File: config.mk
export PLATFORM = sky130hd
export DESIGN_NAME = tcc_top
export DESIGN_NICKNAME = d
export VERILOG_FILES = /design/src/logic/tcc_pkg.sv /design/src/logic/tcc_top.sv
export SDC_FILE = /design/constraint.sdc
export NUM_CORES = 1
export LEC_CHECK = 0
export BUFFER_PORTS_ARGS = -buffer_cell sky130_fd_sc_hd__buf_4
export CAP_MARGIN = 20
export CORE_UTILIZATION = 50
export DETAILED_ROUTE_END_ITERATION = 10
export GPL_TIMING_DRIVEN = 0
export PLACE_DENSITY = 0.7
export SLEW_MARGIN = 20
export SYNTH_ARGS = -nofsm -noshare
export SYNTH_HDL_FRONTEND = slang
export SYNTH_SLANG_ARGS = --single-unit
File: constraint.sdc
create_clock -name clk_i -period 3 [get_ports clk_i]
set_clock_uncertainty 0.05 [all_clocks]
set_input_delay 0.15 -clock clk_i [delete_from_list [all_inputs] [get_ports clk_i]]
set_output_delay 0.15 -clock clk_i [all_outputs]
set_load 0.05 [all_outputs]
File: src/logic/tcc_pkg.sv
// constants shared by the 16-bit capture/compare timer
package tcc_pkg;
	// register byte addresses; channel base plus a register offset
	localparam logic [15:0] TCC_CH0_BASE = 16'hff10;
	localparam logic [15:0] TCC_CH1_BASE = 16'hffb0;
	localparam logic [15:0] TCC_OFF_COUNT = 16'h0000;
	localparam logic [15:0] TCC_OFF_FIRST_CC = 16'h0004;
	localparam logic [15:0] TCC_OFF_SECOND_CC = 16'h0008;
	localparam logic [15:0] TCC_OFF_MODE = 16'h000c;
	localparam logic [15:0] TCC_OFF_CC_CTRL = 16'h0010;
	localparam logic [15:0] TCC_OFF_PRESC = 16'h0014;
	localparam logic [15:0] TCC_OFF_OUT_CTRL = 16'h0018;

	// mode_control fields
	localparam int TCC_MODE_OVF = 0;
	localparam int TCC_MODE_REV_SEL = 1;
	localparam int TCC_MODE_OP_LO = 2;
	localparam int TCC_MODE_OP_HI = 3;

	// operation modes held in op_mode_bit_hi/op_mode_bit_lo
	localparam logic [1:0] TCC_OP_STOP = 2'h0;
	localparam logic [1:0] TCC_OP_FREE = 2'h1;
	localparam logic [1:0] TCC_OP_EDGE_CLEAR = 2'h2;
	localparam logic [1:0] TCC_OP_MATCH_CLEAR = 2'h3;

	// capture_compare_control fields
	localparam int TCC_CC_FIRST_CAPTURE = 0;
	localparam int TCC_CC_FIRST_TRIG_SEL = 1;
	localparam int TCC_CC_SECOND_CAPTURE = 2;
	localparam int TCC_CC_W = 3;

	// prescaler_edge_select fields: edge codes of each input
	localparam int TCC_PRESC_ES0_LO = 4;
	localparam int TCC_PRESC_ES1_LO = 6;
	localparam int TCC_PRESC_W = 8;
	localparam logic [1:0] TCC_ES_FALL = 2'h0;
	localparam logic [1:0] TCC_ES_RISE = 2'h1;
	localparam logic [1:0] TCC_ES_BOTH = 2'h3;

	// output_control fields
	localparam int TCC_OUT_ENABLE = 0;
	localparam int TCC_OUT_ONE_SHOT_EN = 1;
	localparam int TCC_OUT_ONE_SHOT_TRIG = 2;
	localparam int TCC_OUT_W = 2;

	localparam logic [15:0] TCC_ZERO16 = 16'h0000;
	localparam logic [15:0] TCC_MAX16 = 16'hffff;
	localparam logic [15:0] TCC_ONE16 = 16'h0001;
	localparam logic [1:0] TCC_WORD_SEL = 2'h3;
endpackage

File: src/logic/tcc_top.sv
// 16-bit timer/event counter with two capture/compare registers, Wishbone slave
// Notes on behaviour
// - counter is 16 bits, read-only, counts up one per count clock.
// - reading the running counter pauses counting, returns a stable snapshot.
// - counter reads return zero while the operation mode is stop.
// - counter clears on reset, stop, edge/match clear modes, one-shot triggers.
// - reading the counter never captures into the second register.
// - both capture/compare registers are 16-bit words, reset to zero.
// - first register compares continuously, raises first match interrupt, value kept.
// - second register compares continuously, raises second match interrupt on equality.
// - a register in compare mode ignores capture triggers.
// - first capture triggers on opposite edge of input one or valid edge of input two.
// - second register captures on valid edge of first input pin.
// - captured value stays until the next capture or a bus write; software rewrites before compare use.
// - capture coinciding with stop leaves an undefined captured value.
// - compare value zero gives no match at start; first match at 0 to 1.
// - opposite-edge capture raises no first interrupt; second input edge raises it.
// - second register capture ignores the first trigger select bit.
// - mode 00 stop and clear, 01 free run, 10 edge clear, 11 match clear.
// - overflow flag sets on wrap or written one, clears on zero or stop.
//
// Added by the designer: the Wishbone interface to the registers.
`timescale 1ns/100ps
module tcc_top import tcc_pkg::*; #(
	parameter int NUM_CH = 2
) (
	input wire logic clk_i,
	input wire logic rst_i,
	input wire logic cyc_i,
	input wire logic stb_i,
	input wire logic we_i,
	input wire logic [15:0] adr_i,
	input wire logic [31:0] dat_i,
	input wire logic [3:0] sel_i,
	output logic ack_o,
	output logic [31:0] dat_o,
	input wire logic [NUM_CH-1:0] first_timer_input_i,
	input wire logic [NUM_CH-1:0] second_timer_input_i,
	output logic [NUM_CH-1:0] first_match_irq_o,
	output logic [NUM_CH-1:0] second_match_irq_o,
	output logic [NUM_CH-1:0] timer_output_pin_o
);
	logic bus_req;
	logic bus_wr;
	logic bus_rd;
	logic word_wr;
	logic [15:0] ch_rdata [NUM_CH];
	logic [15:0] rdata_any;

	// at most one request every two cycles; ack falls the cycle after it rose
	assign bus_req = cyc_i & stb_i & ~ack_o;
	assign bus_wr = bus_req & we_i;
	assign bus_rd = bus_req & ~we_i;
	assign word_wr = bus_wr & (sel_i[1:0] == TCC_WORD_SEL);

	always_ff @(posedge clk_i) begin
		if (rst_i) begin
			ack_o <= 1'b0;
		end else begin
			ack_o <= bus_req;
		end
	end

	// unmapped addresses decode to no channel and read back zero
	always_comb begin
		rdata_any = TCC_ZERO16;
		for (int i = 0; i < NUM_CH; i++) begin
			rdata_any = rdata_any | ch_rdata[i];
		end
	end

	always_ff @(posedge clk_i) begin
		if (rst_i) begin
			dat_o <= 32'h0000_0000;
		end else if (bus_rd) begin
			dat_o <= {16'h0000, rdata_any};
		end
	end

	for (genvar g = 0; g < NUM_CH; g++) begin : g_ch
		localparam logic [15:0] BASE = (g == 0) ? TCC_CH0_BASE : TCC_CH1_BASE;

		logic [15:0] count_value;
		logic [15:0] first_capture_compare;
		logic [15:0] second_capture_compare;
		logic [1:0] op_mode;
		logic rev_sel;
		logic overflow_flag;
		logic [TCC_CC_W-1:0] capture_compare_control;
		logic [TCC_PRESC_W-1:0] prescaler_edge_select;
		logic [TCC_OUT_W-1:0] output_control;
		logic [2:0] in0_sync;
		logic [2:0] in1_sync;
		logic fresh_start;

		logic hit_count;
		logic hit_first;
		logic hit_second;
		logic hit_mode;
		logic hit_ccctl;
		logic hit_presc;
		logic hit_out;
		logic running;
		logic hold_count;
		logic tick;
		logic rise0;
		logic fall0;
		logic rise1;
		logic fall1;
		logic valid0;
		logic opposite0;
		logic valid1;
		logic one_shot_trigger;
		logic one_shot_fire;
		logic match0;
		logic match1;
		logic edge_clear;
		logic match_clear;
		logic clear_evt;
		logic wrap;
		logic pin_event;
		logic first_cap_mode;
		logic second_cap_mode;
		logic first_trig;
		logic [1:0] es0;
		logic [1:0] es1;

		assign hit_count = adr_i == BASE + TCC_OFF_COUNT;
		assign hit_first = adr_i == BASE + TCC_OFF_FIRST_CC;
		assign hit_second = adr_i == BASE + TCC_OFF_SECOND_CC;
		assign hit_mode = adr_i == BASE + TCC_OFF_MODE;
		assign hit_ccctl = adr_i == BASE + TCC_OFF_CC_CTRL;
		assign hit_presc = adr_i == BASE + TCC_OFF_PRESC;
		assign hit_out = adr_i == BASE + TCC_OFF_OUT_CTRL;

		// pins are asynchronous: two stages before any edge logic looks
		always_ff @(posedge clk_i) begin
			if (rst_i) begin
				in0_sync <= 3'h0;
			end else begin
				in0_sync <= {in0_sync[1:0], first_timer_input_i[g]};
			end
		end

		// reset level matches the idle pin level, so no false edge after reset
		always_ff @(posedge clk_i) begin
			if (rst_i) begin
				in1_sync <= 3'h0;
			end else begin
				in1_sync <= {in1_sync[1:0], second_timer_input_i[g]};
			end
		end

		assign rise0 = in0_sync[1] & ~in0_sync[2];
		assign fall0 = ~in0_sync[1] & in0_sync[2];
		assign rise1 = in1_sync[1] & ~in1_sync[2];
		assign fall1 = ~in1_sync[1] & in1_sync[2];
		assign es0 = prescaler_edge_select[TCC_PRESC_ES0_LO +: 2];
		assign es1 = prescaler_edge_select[TCC_PRESC_ES1_LO +: 2];

		// both-edge setting leaves no opposite phase to detect
		always_comb begin
			case (es0)
				TCC_ES_RISE: begin
					valid0 = rise0;
					opposite0 = fall0;
				end
				TCC_ES_BOTH: begin
					valid0 = rise0 | fall0;
					opposite0 = 1'b0;
				end
				default: begin
					valid0 = fall0;
					opposite0 = rise0;
				end
			endcase
		end

		// code 10 is not a documented edge choice; treated as falling
		always_comb begin
			case (es1)
				TCC_ES_RISE: begin
					valid1 = rise1;
				end
				TCC_ES_BOTH: begin
					valid1 = rise1 | fall1;
				end
				default: begin
					valid1 = fall1;
				end
			endcase
		end

		assign running = op_mode != TCC_OP_STOP;
		// count clock is held off for the cycle a counter read is taken
		assign hold_count = bus_rd & hit_count;
		assign tick = running & ~hold_count;
		assign first_cap_mode = capture_compare_control[TCC_CC_FIRST_CAPTURE];
		assign second_cap_mode = capture_compare_control[TCC_CC_SECOND_CAPTURE];

		// a match is seen as the counter leaves the compare value
		assign match0 = tick & ~fresh_start & ~first_cap_mode & (count_value == first_capture_compare);
		assign match1 = tick & ~fresh_start & ~second_cap_mode & (count_value == second_capture_compare);

		assign one_shot_trigger = word_wr & hit_out & dat_i[TCC_OUT_ONE_SHOT_TRIG];
		assign one_shot_fire = running & output_control[TCC_OUT_ONE_SHOT_EN] & (one_shot_trigger | valid0);
		assign edge_clear = (op_mode == TCC_OP_EDGE_CLEAR) & valid0;
		assign match_clear = (op_mode == TCC_OP_MATCH_CLEAR) & match0;
		assign clear_evt = edge_clear | match_clear | one_shot_fire;
		assign wrap = tick & ~clear_evt & (count_value == TCC_MAX16);

		// suppresses a zero-valued compare hit on the very first step after start
		always_ff @(posedge clk_i) begin
			if (rst_i || !running) begin
				fresh_start <= 1'b1;
			end else if (tick) begin
				fresh_start <= 1'b0;
			end
		end

		always_ff @(posedge clk_i) begin
			if (rst_i || !running) begin
				count_value <= TCC_ZERO16;
			end else if (clear_evt) begin
				count_value <= TCC_ZERO16;
			end else if (tick) begin
				count_value <= count_value + TCC_ONE16;
			end
		end

		always_ff @(posedge clk_i) begin
			if (rst_i) begin
				op_mode <= TCC_OP_STOP;
			end else if (word_wr && hit_mode) begin
				op_mode <= dat_i[TCC_MODE_OP_HI:TCC_MODE_OP_LO];
			end
		end

		// rewrites while running are accepted; software keeps to the stop rule
		always_ff @(posedge clk_i) begin
			if (rst_i) begin
				rev_sel <= 1'b0;
			end else if (word_wr && hit_mode) begin
				rev_sel <= dat_i[TCC_MODE_REV_SEL];
			end
		end

		// a wrap in the same cycle as a write of zero still sets the flag
		always_ff @(posedge clk_i) begin
			if (rst_i) begin
				overflow_flag <= 1'b0;
			end else if (word_wr && hit_mode) begin
				overflow_flag <= dat_i[TCC_MODE_OVF] | wrap;
			end else if (wrap) begin
				overflow_flag <= 1'b1;
			end else if (!running) begin
				overflow_flag <= 1'b0;
			end
		end

		always_ff @(posedge clk_i) begin
			if (rst_i) begin
				capture_compare_control <= '0;
			end else if (word_wr && hit_ccctl) begin
				capture_compare_control <= dat_i[TCC_CC_W-1:0];
			end
		end

		always_ff @(posedge clk_i) begin
			if (rst_i) begin
				prescaler_edge_select <= '0;
			end else if (word_wr && hit_presc) begin
				prescaler_edge_select <= dat_i[TCC_PRESC_W-1:0];
			end
		end

		// the software trigger bit is not stored, so it always reads zero
		always_ff @(posedge clk_i) begin
			if (rst_i) begin
				output_control <= '0;
			end else if (word_wr && hit_out) begin
				output_control <= dat_i[TCC_OUT_W-1:0];
			end
		end

		assign first_trig = capture_compare_control[TCC_CC_FIRST_TRIG_SEL] ? opposite0 : valid1;

		// capture only while running; a stop racing a trigger gives no promised value
		always_ff @(posedge clk_i) begin
			if (rst_i) begin
				first_capture_compare <= TCC_ZERO16;
			end else if (first_cap_mode && running && first_trig) begin
				first_capture_compare <= count_value;
			end else if (word_wr && hit_first) begin
				first_capture_compare <= dat_i[15:0];
			end
		end

		// bus counter reads do not appear among the triggers here
		always_ff @(posedge clk_i) begin
			if (rst_i) begin
				second_capture_compare <= TCC_ZERO16;
			end else if (second_cap_mode && running && valid0) begin
				second_capture_compare <= count_value;
			end else if (word_wr && hit_second) begin
				second_capture_compare <= dat_i[15:0];
			end
		end

		always_ff @(posedge clk_i) begin
			if (rst_i) begin
				first_match_irq_o[g] <= 1'b0;
			end else begin
				// in capture mode the first interrupt follows the second input only
				first_match_irq_o[g] <= first_cap_mode ? (running & valid1) : match0;
			end
		end

		always_ff @(posedge clk_i) begin
			if (rst_i) begin
				second_match_irq_o[g] <= 1'b0;
			end else begin
				second_match_irq_o[g] <= second_cap_mode ? (running & valid0) : match1;
			end
		end

		// both matches in one cycle toggle the pin once, not twice
		assign pin_event = rev_sel ? valid0 : (match0 | match1);

		always_ff @(posedge clk_i) begin
			if (rst_i || !running) begin
				timer_output_pin_o[g] <= 1'b0;
			end else if (output_control[TCC_OUT_ENABLE]) begin
				if (pin_event) begin
					timer_output_pin_o[g] <= ~timer_output_pin_o[g];
				end
			end
		end

		// other channels return zero here, so the bus side can simply or them
		always_comb begin
			ch_rdata[g] = TCC_ZERO16;
			case (1'b1)
				hit_count: begin
					ch_rdata[g] = running ? count_value : TCC_ZERO16;
				end
				hit_first: begin
					ch_rdata[g] = first_capture_compare;
				end
				hit_second: begin
					ch_rdata[g] = second_capture_compare;
				end
				hit_mode: begin
					ch_rdata[g] = {12'h000, op_mode, rev_sel, overflow_flag};
				end
				hit_ccctl: begin
					ch_rdata[g] = {13'h0000, capture_compare_control};
				end
				hit_presc: begin
					ch_rdata[g] = {8'h00, prescaler_edge_select};
				end
				hit_out: begin
					ch_rdata[g] = {14'h0000, output_control};
				end
				default: begin
					ch_rdata[g] = TCC_ZERO16;
				end
			endcase
		end
	end
endmodule

### Yosys cells after proc, flatten, opt, wreduce, memory -nomap -nowiden

Index checks and enable logic that the tools add are counted.

| word-level totals | value |
|---|---|
| bits in registers | 167 |
| output and inout bits | 39 |
| word-level logic and storage cells | 231 |

| cells by class | value |
|---|---|
| muxes and demuxes | 44 |
| bitwise gates (word level) | 84 |
| equal/unequal tests | 35 |
| reductions and logical operators | 34 |
| $add $sub $neg | 2 |

Operators with widths:

| cell | count |
|---|---|
| 16-bit 2-to-1 mux | 19 |
| 16-bit == test, second input constant | 16 |
| 16-bit == test | 4 |
| 1-bit bitwise AND | 47 |
| 16-bit by 1-bit adder with 16-bit output, second input constant | 2 |
| 8-bit 2-to-1 mux | 3 |
| 1-bit NOT | 22 |
| 1-bit logical AND | 20 |
| 2-bit == test, second input constant | 9 |
| 16-bit bitwise OR | 1 |
| 1-bit 2-to-1 mux | 14 |
| 1-bit bitwise OR | 14 |
| 1-bit case mux with 2 select lines | 6 |
| 2-bit nonzero test | 6 |
| 2-bit by 1-bit == test with 1-bit output, second input constant | 4 |
| 3-bit by 1-bit != test with 1-bit output, second input constant | 2 |
| 2-bit 2-to-1 mux | 2 |
| 2-bit AND reduction | 2 |
| 2-bit OR reduction | 2 |
| 1-bit logical NOT | 2 |
| 1-bit logical OR | 2 |

### Depth between registers and ports, before layout

Gate-level depths: netlist (run 1).

| logic depth | value |
|---|---|
| word-level depth | 17 |
| gate-level depth with buffers | 10 |
| gate-level depth less buffers | 8 |

### Worst setup path after synthesis (run 1)

Ideal clock, no wire load.

| timing path | value |
|---|---|
| path type | reg2reg |
| start point | register ack_o |
| end point | register timer_output_pin_o[1] |
| stages on the path, launching flop included | 8 |
| arrival | 2.367 ns |
| period minus slack after synthesis | 2.539 ns |
| slack | 0.461 ns |
| required time | 2.828 ns |
| path buffers | 1 |
| library setup time | 0.122 ns |
| cells stage by stage | dfxtp_1 nand3b_1 or2_2 clkbuf_1 o21ai_2 or4_4 and4_1 a311o_1 |

| between the ends | value |
|---|---|
| word-level cells in the longest chain between the ends | 12 |
| elaborated cells on any way between the ends | 14 |
| classes of those cells | mux: 1; bitwise: 12; reduce/logical: 1 |

Ends and longest elaborated chain:

| element | line | source |
|---|---|---|
| start, declared | tcc_top.sv:35 | `output logic ack_o,` |
| start signal, assigned | tcc_top.sv:60 | `ack_o <= bus_req;` |
| 1-bit NOT (*) | tcc_top.sv:51 | `assign bus_req = cyc_i & stb_i & ~ack_o;` |
| 1-bit bitwise AND (*) | tcc_top.sv:51 |  |
| 1-bit bitwise AND (*) | tcc_top.sv:53 | `assign bus_rd = bus_req & ~we_i;` |
| 1-bit bitwise AND (*) | tcc_top.sv:196 | `assign hold_count = bus_rd & hit_count;` |
| 1-bit NOT (*) | tcc_top.sv:197 | `assign tick = running & ~hold_count;` |
| 1-bit bitwise AND (*) | tcc_top.sv:197 |  |
| 1-bit bitwise AND (*) | tcc_top.sv:202, tcc_top.sv:203 |  |
| 1-bit bitwise AND, on equally long branches (2 in series) | tcc_top.sv:202, tcc_top.sv:203 |  |
| 1-bit bitwise OR (*) | tcc_top.sv:328 | `assign pin_event = rev_sel ? valid0 : (match0 \| match1);` |
| 1-bit 2-to-1 mux (*) | tcc_top.sv:328 |  |
| 2-bit AND reduction (no line) (*) | n/a |  |
| end signal, assigned by index | tcc_top.sv:335 | `timer_output_pin_o[g] <= ~timer_output_pin_o[g];` |
| end, declared | tcc_top.sv:41 | `output logic [NUM_CH-1:0] timer_output_pin_o` |

Mark *: on every way between the ends. The rest lies on a longest branch, timed or not.
A chain may end at the register's enable or synchronous reset.

### Worst setup path in the final report (run 1)

| timing path | value |
|---|---|
| start point | register g_ch[1].count_value[12] |
| end point | register timer_output_pin_o[1] |

| between the ends | value |
|---|---|
| word-level cells in the longest chain between the ends | 5 |
| elaborated cells on any way between the ends | 7 |
| classes of those cells | eq/ne: 2; mux: 1; bitwise: 3; reduce/logical: 1 |

Ends and longest elaborated chain:

| element | line | source |
|---|---|---|
| start, declared | tcc_top.sv:83 | `logic [15:0] count_value;` |
| start signal, assigned | tcc_top.sv:227 | `count_value <= count_value + TCC_ONE16;` |
| 16-bit == test, on equally long branches | tcc_top.sv:202, tcc_top.sv:203 |  |
| 1-bit bitwise AND, on equally long branches | tcc_top.sv:202, tcc_top.sv:203 |  |
| 1-bit bitwise OR (*) | tcc_top.sv:328 |  |
| 1-bit 2-to-1 mux (*) | tcc_top.sv:328 |  |
| 2-bit AND reduction (no line) (*) | n/a |  |

Marked as above.

==> reports/qor.json, run 1 <==
{
  "slew_headroom_pct": 29.2,
  "floorplan.io_pins": 100,
  "cp-end-kind": "register",
  "drive_above_1_share_pct": 12.2,
  "final_replace_weighted_congestion": 0.990,
  "grt.total_usage_pct": 33.9,
  "cp.required_ns": 3.28,
  "wire_length_after_detailed_routing_um": 32600,
  "fp.coreArea_um2": 18300,
  "cts_made_buffers": 17,
  "finish.cell_count_without_fillers": 1514,
  "first_global_vias": 8766,
  "clk_pin_slew_worst_paths_ns": 0.07,
  "start_util_pct": 51.8,
  "run_status": "finished, final reports clean",
  "place.detailed.instances": 1469,
  "hold_viol": 0,
  "die_height_um": 140,
  "fp.dieArea_um2": 19500,
  "setup.worst_path.end": "timer_output_pin_o[1]",
  "timing.final.crit_share_pct": 94.1,
  "critical_path.startpoint": "g_ch[1].count_value[12]",
  "io_buffers": 63,
  "n_antenna_cell": 0,
  "max-cap-violations": 0,
  "stdcell_area_um2": 11000,
  "slew_violations": 0,
  "mappedNetlistArea_um2": 9460,
  "grt-ovfl-total": 0,
  "power_density_nw_per_um2": 437,
  "firstDrtPassIters": 6,
  "grt_antenna_before_repair": 0,
  "tritoncts": "done",
  "timing_worst_slew_pin_value_ns": 1.05,
  "post-layout-total-power_mw": 4.80,
  "crit_path_start_kind": "register",
  "synth_flop_cell": "sky130_fd_sc_hd__dfxtp_1",
  "synthArstFlopShare_pct": 0,
  "setup_viol_count_final": 0,
  "peakVddDrop_mv": 0.413,
  "setup.worst_path.class": "reg -> reg",
  "fmaxAchievable_ghz": 0.354,
  "dp_hpwl_um": 24400,
  "post_synthesis_cells": 1162,
  "power_leakage_nw": 4.04,
  "htree_num_levels": 4,
  "worst_ep_arrival_time_ns": 3.10,
  "worst_skew_pair.late_latency_ns": 0.44,
  "route.detailed.vias_per_inst": 6.15,
  "rows": 49,
  "avg_inst_size_synth_um2": 8.14,
  "fillCellCount": 1686,
  "yosys.cell_types.count": 64,
  "wire_per_inst_um": 21.6,
  "worst_min_delay_path_class": "in -> reg",
  "ctsLongestPathBuffers": 2,
  "crit_fanout": 9,
  "postCtsSetupBuffers": 0,
  "placement.cell_area_um2": 10300,
  "crit-reg2reg-capture": "timer_output_pin_o[1]",
  "postSynthRegisterBits": 167,
  "drc": 0,
  "nNetsFinal": 1343,
  "r2r_cells": 7,
  "crit-reg2reg-launch": "g_ch[1].count_value[12]",
  "layout-area-overhead-vs-synth_pct": 16.2,
  "post_layout_minimum_cycle_time_ns": 2.82,
  "first_iter_violations": 1340,
  "sinks_on_clock_net": 167,
  "route.vias.total": 9310,
  "whs_ns": 0.0263,
  "final_antenna_net_count": 0,
  "rsz0062_at_grt": "false",
  "cts-root-buf": "sky130_fd_sc_hd__clkbuf_16",
  "synth-edff-count": 0,
  "die-width_um": 140,
  "grt_start_max_net_pins": 17,
  "yosys_warnings": 0,
  "part_of_the_yosys_area_used_for_sequential_elements_pct": 35.4,
  "first_pass_grt_wire_length_um": 50200,
  "regToRegSetupSlack_ns": 0.18
}
[cells in the mapped netlist, types with 5 or more instances]
master	n	area, µm²
sky130_fd_sc_hd__nand3_1	73	365
sky130_fd_sc_hd__and4_1	6	52.6
sky130_fd_sc_hd__nand2b_1	5	31.3
sky130_fd_sc_hd__ha_1	10	125
sky130_fd_sc_hd__a22o_1	11	96.3
sky130_fd_sc_hd__and3_1	12	75.1
sky130_fd_sc_hd__nand2_1	83	312
sky130_fd_sc_hd__nor4_1	8	50.1
sky130_fd_sc_hd__nor2_1	175	657
sky130_fd_sc_hd__dfxtp_1	167	3340
sky130_fd_sc_hd__buf_2	14	70.1
sky130_fd_sc_hd__o21bai_1	6	45.0
sky130_fd_sc_hd__nand4_1	25	156
sky130_fd_sc_hd__clkbuf_1	80	300
sky130_fd_sc_hd__mux2i_1	56	561
sky130_fd_sc_hd__a21o_1	8	60.1
sky130_fd_sc_hd__nand3b_1	6	45.0
sky130_fd_sc_hd__a21oi_1	44	220
sky130_fd_sc_hd__o21ai_0	11	55.1
sky130_fd_sc_hd__xor2_1	31	272
sky130_fd_sc_hd__nor2b_1	15	93.8
sky130_fd_sc_hd__inv_1	14	52.6
sky130_fd_sc_hd__a221oi_1	14	123
sky130_fd_sc_hd__a211oi_1	35	263
sky130_fd_sc_hd__or3_1	8	50.1
sky130_fd_sc_hd__or2_2	6	37.5
sky130_fd_sc_hd__nor3_1	21	105
sky130_fd_sc_hd__xnor2_1	63	552
sky130_fd_sc_hd__buf_4	16	120
sky130_fd_sc_hd__a31oi_1	15	93.8
sky130_fd_sc_hd__a311oi_1	39	342
sky130_fd_sc_hd__buf_1	7	26.3
sky130_fd_sc_hd__a22oi_1	14	105
[layout by cell type, fill, tap and decap left out, drive strengths merged, types with 15 or more instances in the layout]
master and count:
clkbuf 100, buf 103, nand3 73, a31oi 15, nor2 175, nor2b 15
a21oi 44, mux2i 56, inv 17, a211oi 35, nor3 21, conb 16
dfxtp 167, nand4 25, xor2 31, xnor2 63, nand2 83, a311oi 39
[through the flow]
stage	worst slack (ns)	setup TNS, ns	util, %
after global routing	0.0124	0	60.1
after detailed placement	-0.00613	-0.00702	56.2
after global placement	0.0105	0	56.2
final	0.176	0	60.1
after CTS	0.0827	0	60.0
after floorplan	0.461	0	-
[layer usage]
| layer | vias up | wire length (µm) | track usage (%) |
|---|---|---|---|
| met4 | 0 | 1330 | 16.0 |
| li1 | 4360 | - | - |
| met2 | 532 | 14300 | 51.9 |
| met1 | 4324 | 13400 | 44.6 |
| met5 | - | 0 | 0 |
| met3 | 94 | 3550 | 8.29 |
[what timing repair did]
| item | 4_1_cts | 5_1_grt |
|---|---|---|
| hold endpoints to repair | 18 | 0 |
| hold buffers | 13 | 0 |
| endpoints found under the setup margin | 0 | 14 |
| gates resized for setup | 0 | 4 |
[registers in the layout, summed over array words and instances, names as in the netlist]
signal / flops
g_ch.output_control: 4
first_match_irq_o: 2
ack_o: 1
g_ch.count_value: 32
g_ch.op_mode: 4
timer_output_pin_o: 2
g_ch.in0_sync: 6
g_ch.overflow_flag: 2
g_ch.fresh_start: 2
g_ch.prescaler_edge_select: 16
g_ch.rev_sel: 2
second_match_irq_o: 2
dat_o: 16
g_ch.in1_sync: 6
g_ch.first_capture_compare: 32
g_ch.capture_compare_control: 6
g_ch.second_capture_compare: 32
[cell type report]
cell class                      instances  area (µm²)  area share [%]
Timing Repair Buffer                   76         603            5.49
Buffer                                121         557            5.07
Sequential cell                       167        3340            30.4
Tap cell                              229         287            2.61
Clock inverter                         13         121            1.10
Multi-Input combinational cell        875        5580            50.8
Clock buffer                           19         443            4.03
Inverter                               14        52.6           0.478
[worst min-delay path by stage]
| stage | startpoint | to | cells past startpoint |
|---|---|---|---|
| 2_1_floorplan | first_timer_input_i[0] | g_ch[0].in0_sync[0] | 1 |
| 3_3_place_gp | second_timer_input_i[0] | g_ch[0].in1_sync[0] | 2 |
| 3_5_place_dp | first_timer_input_i[1] | g_ch[1].in0_sync[0] | 2 |
| 4_1_cts | dat_i[4] | g_ch[0].prescaler_edge_select[4] | 3 |
| 5_1_grt | dat_i[4] | g_ch[0].prescaler_edge_select[4] | 3 |
| 6_report | dat_i[4] | g_ch[0].prescaler_edge_select[4] | 3 |
[cells by family (layout without fill, tap and decap cells)]
family / count (synthesis) / after routing / share of synthesized area, %
fa+ha+maj: 10 / 10 / 1.32
other cells: 1 / 16 / 0.0397
xor+xnor: 94 / 94 / 8.71
mux: 60 / 60 / 6.40
buf+inv: 135 / 243 / 6.43
compound gates: 225 / 225 / 17.4
simple gates: 470 / 470 / 24.3
flops: 167 / 167 / 35.4
[worst max-delay path: stages, from the launching register on]
cell and delay [ns]:
sky130_fd_sc_hd__dfxtp_1 0.31, sky130_fd_sc_hd__clkbuf_1 0.37, sky130_fd_sc_hd__xnor2_1 0.28, sky130_fd_sc_hd__nand4_1 0.14, sky130_fd_sc_hd__or4_1 0.52, sky130_fd_sc_hd__or4_4 0.55, sky130_fd_sc_hd__and4_1 0.20, sky130_fd_sc_hd__a311o_1 0.30
[report_power, final]
part	internal [mW]	switching, mW	total [mW]
Sequential	2.23	0.0114	2.24
Clock	1.17	0.990	2.16
Combinational	0.126	0.267	0.392
Power figures use the tool's default switching activity.
==> run 2: changes to the inputs <==
--- a/config.mk
+++ b/config.mk
@@ -6,11 +6,10 @@
 export NUM_CORES = 1
 export LEC_CHECK = 0
 export BUFFER_PORTS_ARGS = -buffer_cell sky130_fd_sc_hd__buf_4
-export CAP_MARGIN = 20
 export CORE_UTILIZATION = 50
 export DETAILED_ROUTE_END_ITERATION = 10
 export GPL_TIMING_DRIVEN = 0
-export PLACE_DENSITY = 0.7
+export PLACE_DENSITY = 0.72
 export SLEW_MARGIN = 20
 export SYNTH_ARGS = -nofsm -noshare
 export SYNTH_HDL_FRONTEND = slang
==> constraint.sdc (replaced) <==
create_clock -name clk_i -period 2.4 [get_ports clk_i]
set_clock_uncertainty 0.05 [all_clocks]
set_input_delay 0.12 -clock clk_i [delete_from_list [all_inputs] [get_ports clk_i]]
set_output_delay 0.12 -clock clk_i [all_outputs]
set_load 0.05 [all_outputs]
==> run 2 against run 1 <==
Net effect: combinational power increased by 28%; worst setup slack got worse by 0.15 ns; critical path depth decreased by 1; sequential share of layout area decreased by 0.61 points; critical endpoint unchanged.
==> reports/qor.json, run 2 (synthesis gave the netlist of run 1 again) <==
{
  "cts-root-buf": "sky130_fd_sc_hd__clkbuf_16",
  "final_core_utilization_pct": 61.9,
  "hold-path-cell-count": 4,
  "final_replace_weighted_congestion": 1.02,
  "mostFrequentLayoutCells": "sky130_fd_sc_hd__nor2_1 (170), sky130_fd_sc_hd__dfxtp_1 (145), sky130_fd_sc_hd__buf_4 (93)",
  "fmaxAchievable_ghz": 0.421,
  "slew_headroom_pct": 21.3,
  "cp-end-kind": "register",
  "first_iter_violations": 1233,
  "crit_path_start_kind": "register",
  "detailedPlace.worstSlack_ns": -0.597,
  "register_share_of_total_power_pct": 45.4,
  "p_sw_share_pct": 24.7,
  "clock_power_share_pct": 46.5,
  "timing.final.crit_share_pct": 99.0,
  "rows": 49,
  "hold_path_startpoint": "dat_i[0]",
  "place.detailed.instances": 1469,
  "final_antenna_net_count": 0,
  "finish.cell_count_without_fillers": 1506,
  "first_pass_grt_wire_length_um": 50100,
  "tritoncts": "done",
  "ctsLongestPathBuffers": 2,
  "whs_ns": 0.0916,
  "mostFrequentLayoutCell": "sky130_fd_sc_hd__nor2_1",
  "r2r_cells": 6,
  "wire_per_inst_um": 21.7,
  "peakVddDrop_mv": 0.454,
  "start_util_pct": 51.8,
  "setup_viol_count_final": 0,
  "whs_endpoint": "g_ch[1].overflow_flag",
  "route.vias.total": 9622,
  "io_buffers": 63,
  "worst_ep_arrival_time_ns": 2.65,
  "slew_violations": 0,
  "grt_antenna_before_repair": 0,
  "post_layout_minimum_cycle_time_ns": 2.38,
  "cp.required_ns": 2.67,
  "sinks_on_clock_net": 167,
  "grt_start_max_net_pins": 17,
  "timing_worst_slew_pin_value_ns": 1.17,
  "htree_num_levels": 4,
  "postLayoutSetupSlackWorst_ns": 0.0250,
  "power_leakage_nw": 4.23,
  "switchingPower_mw": 1.53,
  "power_density_nw_per_um2": 546,
  "dp_hpwl_um": 24200,
  "fillCellCount": 1633,
  "crit-reg2reg-capture": "timer_output_pin_o[1]",
  "pwr-share-comb_pct": 8.1,
  "crit-reg2reg-launch": "g_ch[1].first_capture_compare[12]",
  "setup.worst_path.class": "reg -> reg",
  "regToRegSetupSlack_ns": 0.02,
  "fp.dieArea_um2": 19500,
  "layout-area-overhead-vs-synth_pct": 19.6,
  "drc": 0,
  "internal_power_mw": 4.65,
  "first_global_vias": 8842,
  "crit_fanout": 4,
  "worst_min_delay_path_class": "in -> reg",
  "reg.largest.list": "g_ch.count_value (32), g_ch.first_capture_compare (32), g_ch.second_capture_compare (32)",
  "wire_length_after_detailed_routing_um": 32700,
  "fp.coreArea_um2": 18300,
  "hold_viol": 0,
  "nNetsFinal": 1334,
  "cts_made_buffers": 17,
  "floorplan.io_pins": 100,
  "max-cap-violations": 0,
  "firstDrtPassIters": 7,
  "worst_skew_pair.late_latency_ns": 0.43,
  "grt-ovfl-total": 0,
  "drive_above_1_share_pct": 18.4,
  "die-width_um": 140,
  "run_status": "finished, final reports clean",
  "setup_total_negative_slack_ns": 0,
  "route.detailed.vias_per_inst": 6.39,
  "die_height_um": 140,
  "grt.total_usage_pct": 33.6,
  "clk_pin_slew_worst_paths_ns": 0.07
}
[run 2: changes by cell type in the layout (fill, tap and decap cells not counted), moves of 4 or more]
cell / change
sky130_fd_sc_hd__clkbuf_2: +16
sky130_fd_sc_hd__buf_4: +14
sky130_fd_sc_hd__a211oi_1: -5
sky130_fd_sc_hd__dfxtp_2: +21
sky130_fd_sc_hd__dlygate4sd3_1: +5
sky130_fd_sc_hd__clkbuf_1: -43
sky130_fd_sc_hd__dfxtp_1: -22
sky130_fd_sc_hd__nor2_1: -4
sky130_fd_sc_hd__xnor2_1: -5
sky130_fd_sc_hd__xnor2_2: +4
sky130_fd_sc_hd__a211oi_2: +5
[run 2: worst max-delay path, cell delays in order (launching register included)]
cell                      delay (ns)
sky130_fd_sc_hd__dfxtp_2        0.36
sky130_fd_sc_hd__xnor2_4        0.21
sky130_fd_sc_hd__nand4_1        0.13
sky130_fd_sc_hd__or4_4          0.50
sky130_fd_sc_hd__or4_4          0.53
sky130_fd_sc_hd__and4_1         0.17
sky130_fd_sc_hd__a311o_1        0.30
[run 2: what timing repair did]
item | in CTS | in global routing
hold buffers | 18 | 0
endpoints found under the setup margin | 120 | 89
gates resized for setup | 30 | 71
pin swaps | 2 | 4
hold endpoints to repair | 26 | 0
buffers inserted | 0 | 11
[run 2: worst max path at each step]
stage	depth (start not counted)	to	slack (ns)	start
5_1_grt	6	g_ch[1].count_value[13]	-0.07	ack_o
4_1_cts	7	g_ch[1].second_capture_compare[14]	-0.02	ack_o
6_report	6	timer_output_pin_o[1]	0.02	g_ch[1].first_capture_compare[12]
3_3_place_gp	9	g_ch[1].second_capture_compare[5]	-0.53	adr_i[2]
2_1_floorplan	7	timer_output_pin_o[1]	0.02	ack_o
3_5_place_dp	9	g_ch[1].second_capture_compare[2]	-0.60	adr_i[2]
[run 2: metal layers]
layer | share of wire [%] | vias to the layer above | track usage [%] | wire, µm
met5 | 0 | - | 0 | 0
li1 | - | 4356 | - | -
met2 | 44 | 598 | 52.0 | 14500
met4 | 4.7 | 0 | 15.7 | 1530
met3 | 11 | 120 | 7.67 | 3490
met1 | 40 | 4548 | 44.3 | 13200
[run 2: through the flow]
stage,area [µm²],total power [mW]
2_1_floorplan,9520,3.14
3_3_place_gp,10300,3.32
3_5_place_dp,10300,3.32
4_1_cts,11100,6.16
5_1_grt,11300,6.33
6_report,11300,6.18
[run 2: area by class of cell]
class                           instances  area, µm²  share of cell area, %
Buffer                                 96        531                   4.69
Sequential cell                       167       3370                   29.8
Multi-Input combinational cell        875       5720                   50.6
Antenna cell                            1       2.50                 0.0221
Inverter                               14       52.6                  0.465
Timing Repair Buffer                   92        736                   6.51
Tap cell                              229        287                   2.53
Clock buffer                           21        460                   4.07
Clock inverter                         11        146                   1.29
[run 2: power groups by stage]
stage / Clock, mW / Sequential (mW) / Combinational (mW)
2_1_floorplan: 0 / 2.91 / 0.227
3_3_place_gp: 0 / 2.87 / 0.450
3_5_place_dp: 0 / 2.87 / 0.454
4_1_cts: 2.87 / 2.81 / 0.482
5_1_grt: 3.00 / 2.81 / 0.519
6_report: 2.87 / 2.81 / 0.501
==> run 3: changes to the inputs <==
--- a/config.mk
+++ b/config.mk
@@ -6,10 +6,10 @@
 export NUM_CORES = 1
 export LEC_CHECK = 0
 export BUFFER_PORTS_ARGS = -buffer_cell sky130_fd_sc_hd__buf_4
-export CORE_UTILIZATION = 50
+export CORE_UTILIZATION = 54
 export DETAILED_ROUTE_END_ITERATION = 10
 export GPL_TIMING_DRIVEN = 0
-export PLACE_DENSITY = 0.72
+export PLACE_DENSITY = 0.77
 export SLEW_MARGIN = 20
 export SYNTH_ARGS = -nofsm -noshare
 export SYNTH_HDL_FRONTEND = slang
==> run 3 against run 2 <==
Net effect: the run now ends with negative setup slack left; largest cell class unchanged; clock-buffer cell count did not move; sequential share of layout area fell by 0.093 points; final cell count fell by 0.33%.
==> reports/qor.json, run 3 (synthesis gave the netlist of run 1 again) <==
{
  "run_status": "complete, but fails checks",
  "failing_checks": "negative setup slack",
  "cp-end-kind": "register",
  "setup_viol_count_final": 1,
  "cts-root-buf": "sky130_fd_sc_hd__clkbuf_16",
  "cp.required_ns": 2.68,
  "cts_made_buffers": 17,
  "wire_per_inst_um": 21.6,
  "n_antenna_cell": 0,
  "grtUsageMet1_pct": 46.0,
  "timing.final.crit_share_pct": 102,
  "max-cap-violations": 0,
  "route.detailed.vias_per_inst": 6.34,
  "fp.dieArea_um2": 18000,
  "crit_path_start_kind": "register",
  "met2_usage_pct": 54.7,
  "reg.largest.list": "g_ch.count_value (32), g_ch.first_capture_compare (32), g_ch.second_capture_compare (32)",
  "mostFrequentLayoutCells": "sky130_fd_sc_hd__nor2_1 (171), sky130_fd_sc_hd__dfxtp_1 (151), sky130_fd_sc_hd__buf_4 (91)",
  "tritoncts": "done",
  "worst_min_delay_path_class": "in -> reg",
  "setup_total_negative_slack_ns": -0.0484,
  "post-layout-total-power_mw": 6.41,
  "ctsLongestPathBuffers": 2,
  "layout-area-overhead-vs-synth_pct": 19.7,
  "worst_skew_pair.late_latency_ns": 0.44,
  "final_core_utilization_pct": 65.9,
  "first_pass_grt_wire_length_um": 49400,
  "fmaxAchievable_ghz": 0.408,
  "mostFrequentLayoutCell": "sky130_fd_sc_hd__nor2_1",
  "global_route.usage.met3_pct": 9.79,
  "grt_start_max_net_pins": 17,
  "floorplan.io_pins": 100,
  "io_buffers": 63,
  "route.vias.total": 9521,
  "finish.cell_count_without_fillers": 1501,
  "grt_antenna_before_repair": 0,
  "worst_ep_arrival_time_ns": 2.73,
  "htree_num_levels": 4,
  "rsz0062_at_grt": "true",
  "postLayoutSetupSlackWorst_ns": -0.0484,
  "grt.total_usage_pct": 36.2,
  "firstDrtPassIters": 6,
  "first_iter_violations": 1104,
  "place.detailed.instances": 1465,
  "top_usage_layer": "met2",
  "sinks_on_clock_net": 167,
  "hold_viol": 0,
  "rows": 48,
  "die-width_um": 134,
  "timing_worst_slew_pin_value_ns": 0.976,
  "fp.coreArea_um2": 17200,
  "dp_hpwl_um": 23900,
  "power_density_nw_per_um2": 566,
  "final_replace_weighted_congestion": 0.978,
  "slew_headroom_pct": 34.4,
  "clk_pin_slew_worst_paths_ns": 0.07,
  "final_antenna_net_count": 0,
  "crit_fanout": 4,
  "power_leakage_nw": 4.25,
  "die_height_um": 134,
  "grt-ovfl-total": 0,
  "start_util_pct": 55.0,
  "first_global_vias": 8874,
  "nNetsFinal": 1334,
  "drive_above_1_share_pct": 17.6,
  "setup.worst_path.class": "reg -> reg",
  "post_layout_minimum_cycle_time_ns": 2.45,
  "wire_length_after_detailed_routing_um": 32400,
  "drc": 0,
  "peakVddDrop_mv": 0.571,
  "slew_violations": 0
}
==> run 3: changes by cell type in the layout (fill, tap and decap cells not counted), moves of 3 or more <==
cell,delta
sky130_fd_sc_hd__a211oi_2,-3
sky130_fd_sc_hd__buf_8,-3
sky130_fd_sc_hd__dfxtp_1,+6
sky130_fd_sc_hd__dfxtp_2,-6
==> run 3: metrics by stage <==
step           setup slack, ns  hold WS [ns]  instance area, µm²
6_report               -0.0484       0.00577               11300
5_1_grt                -0.0992        0.0360               11300
4_1_cts              -0.000130       0.00349               11200
3_5_place_dp            -0.527         0.287               10300
3_3_place_gp            -0.528         0.279               10300
2_1_floorplan           0.0226         0.198                9520
==> run 3: critical path, cell delays in order, from the launching register on <==
cell                      delay [ns]
sky130_fd_sc_hd__dfxtp_1        0.36
sky130_fd_sc_hd__xnor2_2        0.26
sky130_fd_sc_hd__nand4_1        0.14
sky130_fd_sc_hd__or4_4          0.50
sky130_fd_sc_hd__or4_4          0.54
sky130_fd_sc_hd__and4_1         0.18
sky130_fd_sc_hd__a311o_1        0.30
==> run 3: path summary, 6_finish.rpt <==
check,start,endpoint,slack [ns],cells after the start
min,rst_i,g_ch[1].fresh_start,0.006,3
min reg2reg,g_ch[1].in0_sync[0],g_ch[1].in0_sync[1],0.39,1
max,g_ch[1].first_capture_compare[12],timer_output_pin_o[1],-0.05,6
max reg2reg,g_ch[1].first_capture_compare[12],timer_output_pin_o[1],-0.05,6
==> run 3: area by class of cell <==
type | count | area (µm²)
fill | 1502 | 5860
multi-input combinational | 875 | 5710
sequential | 167 | 3370
timing repair buffer | 90 | 721
buffer | 98 | 529
clock buffer | 21 | 460
tap | 225 | 282
clock inverter | 11 | 194
inverter | 14 | 52.6
==> run 3: report_power, final <==
| group | internal, mW | switching [mW] | leakage [nW] |
|---|---|---|---|
| Sequential | 2.79 | 0.0141 | 1.36 |
| Combinational | 0.165 | 0.339 | 2.58 |
| Clock | 1.91 | 1.19 | 0.318 |
==> run 3: repair_timing <==
item | CTS | global route
pin swaps | 2 | 6
gates resized for setup | 36 | 51
setup endpoints to repair | 119 | 91
endpoints found under the hold margin | 27 | 0
hold buffers | 18 | 0
setup buffers | 0 | 9
==> run 3: metal layers <==
| metal | vias to the layer above | routed length (µm) | part of all wire, % |
|---|---|---|---|
| li1 | 4345 | - | - |
| met1 | 4501 | 13100 | 40 |
| met2 | 553 | 14000 | 43 |
| met3 | 122 | 3360 | 10 |
| met4 | 0 | 1940 | 6.0 |
| met5 | - | 0 | 0 |
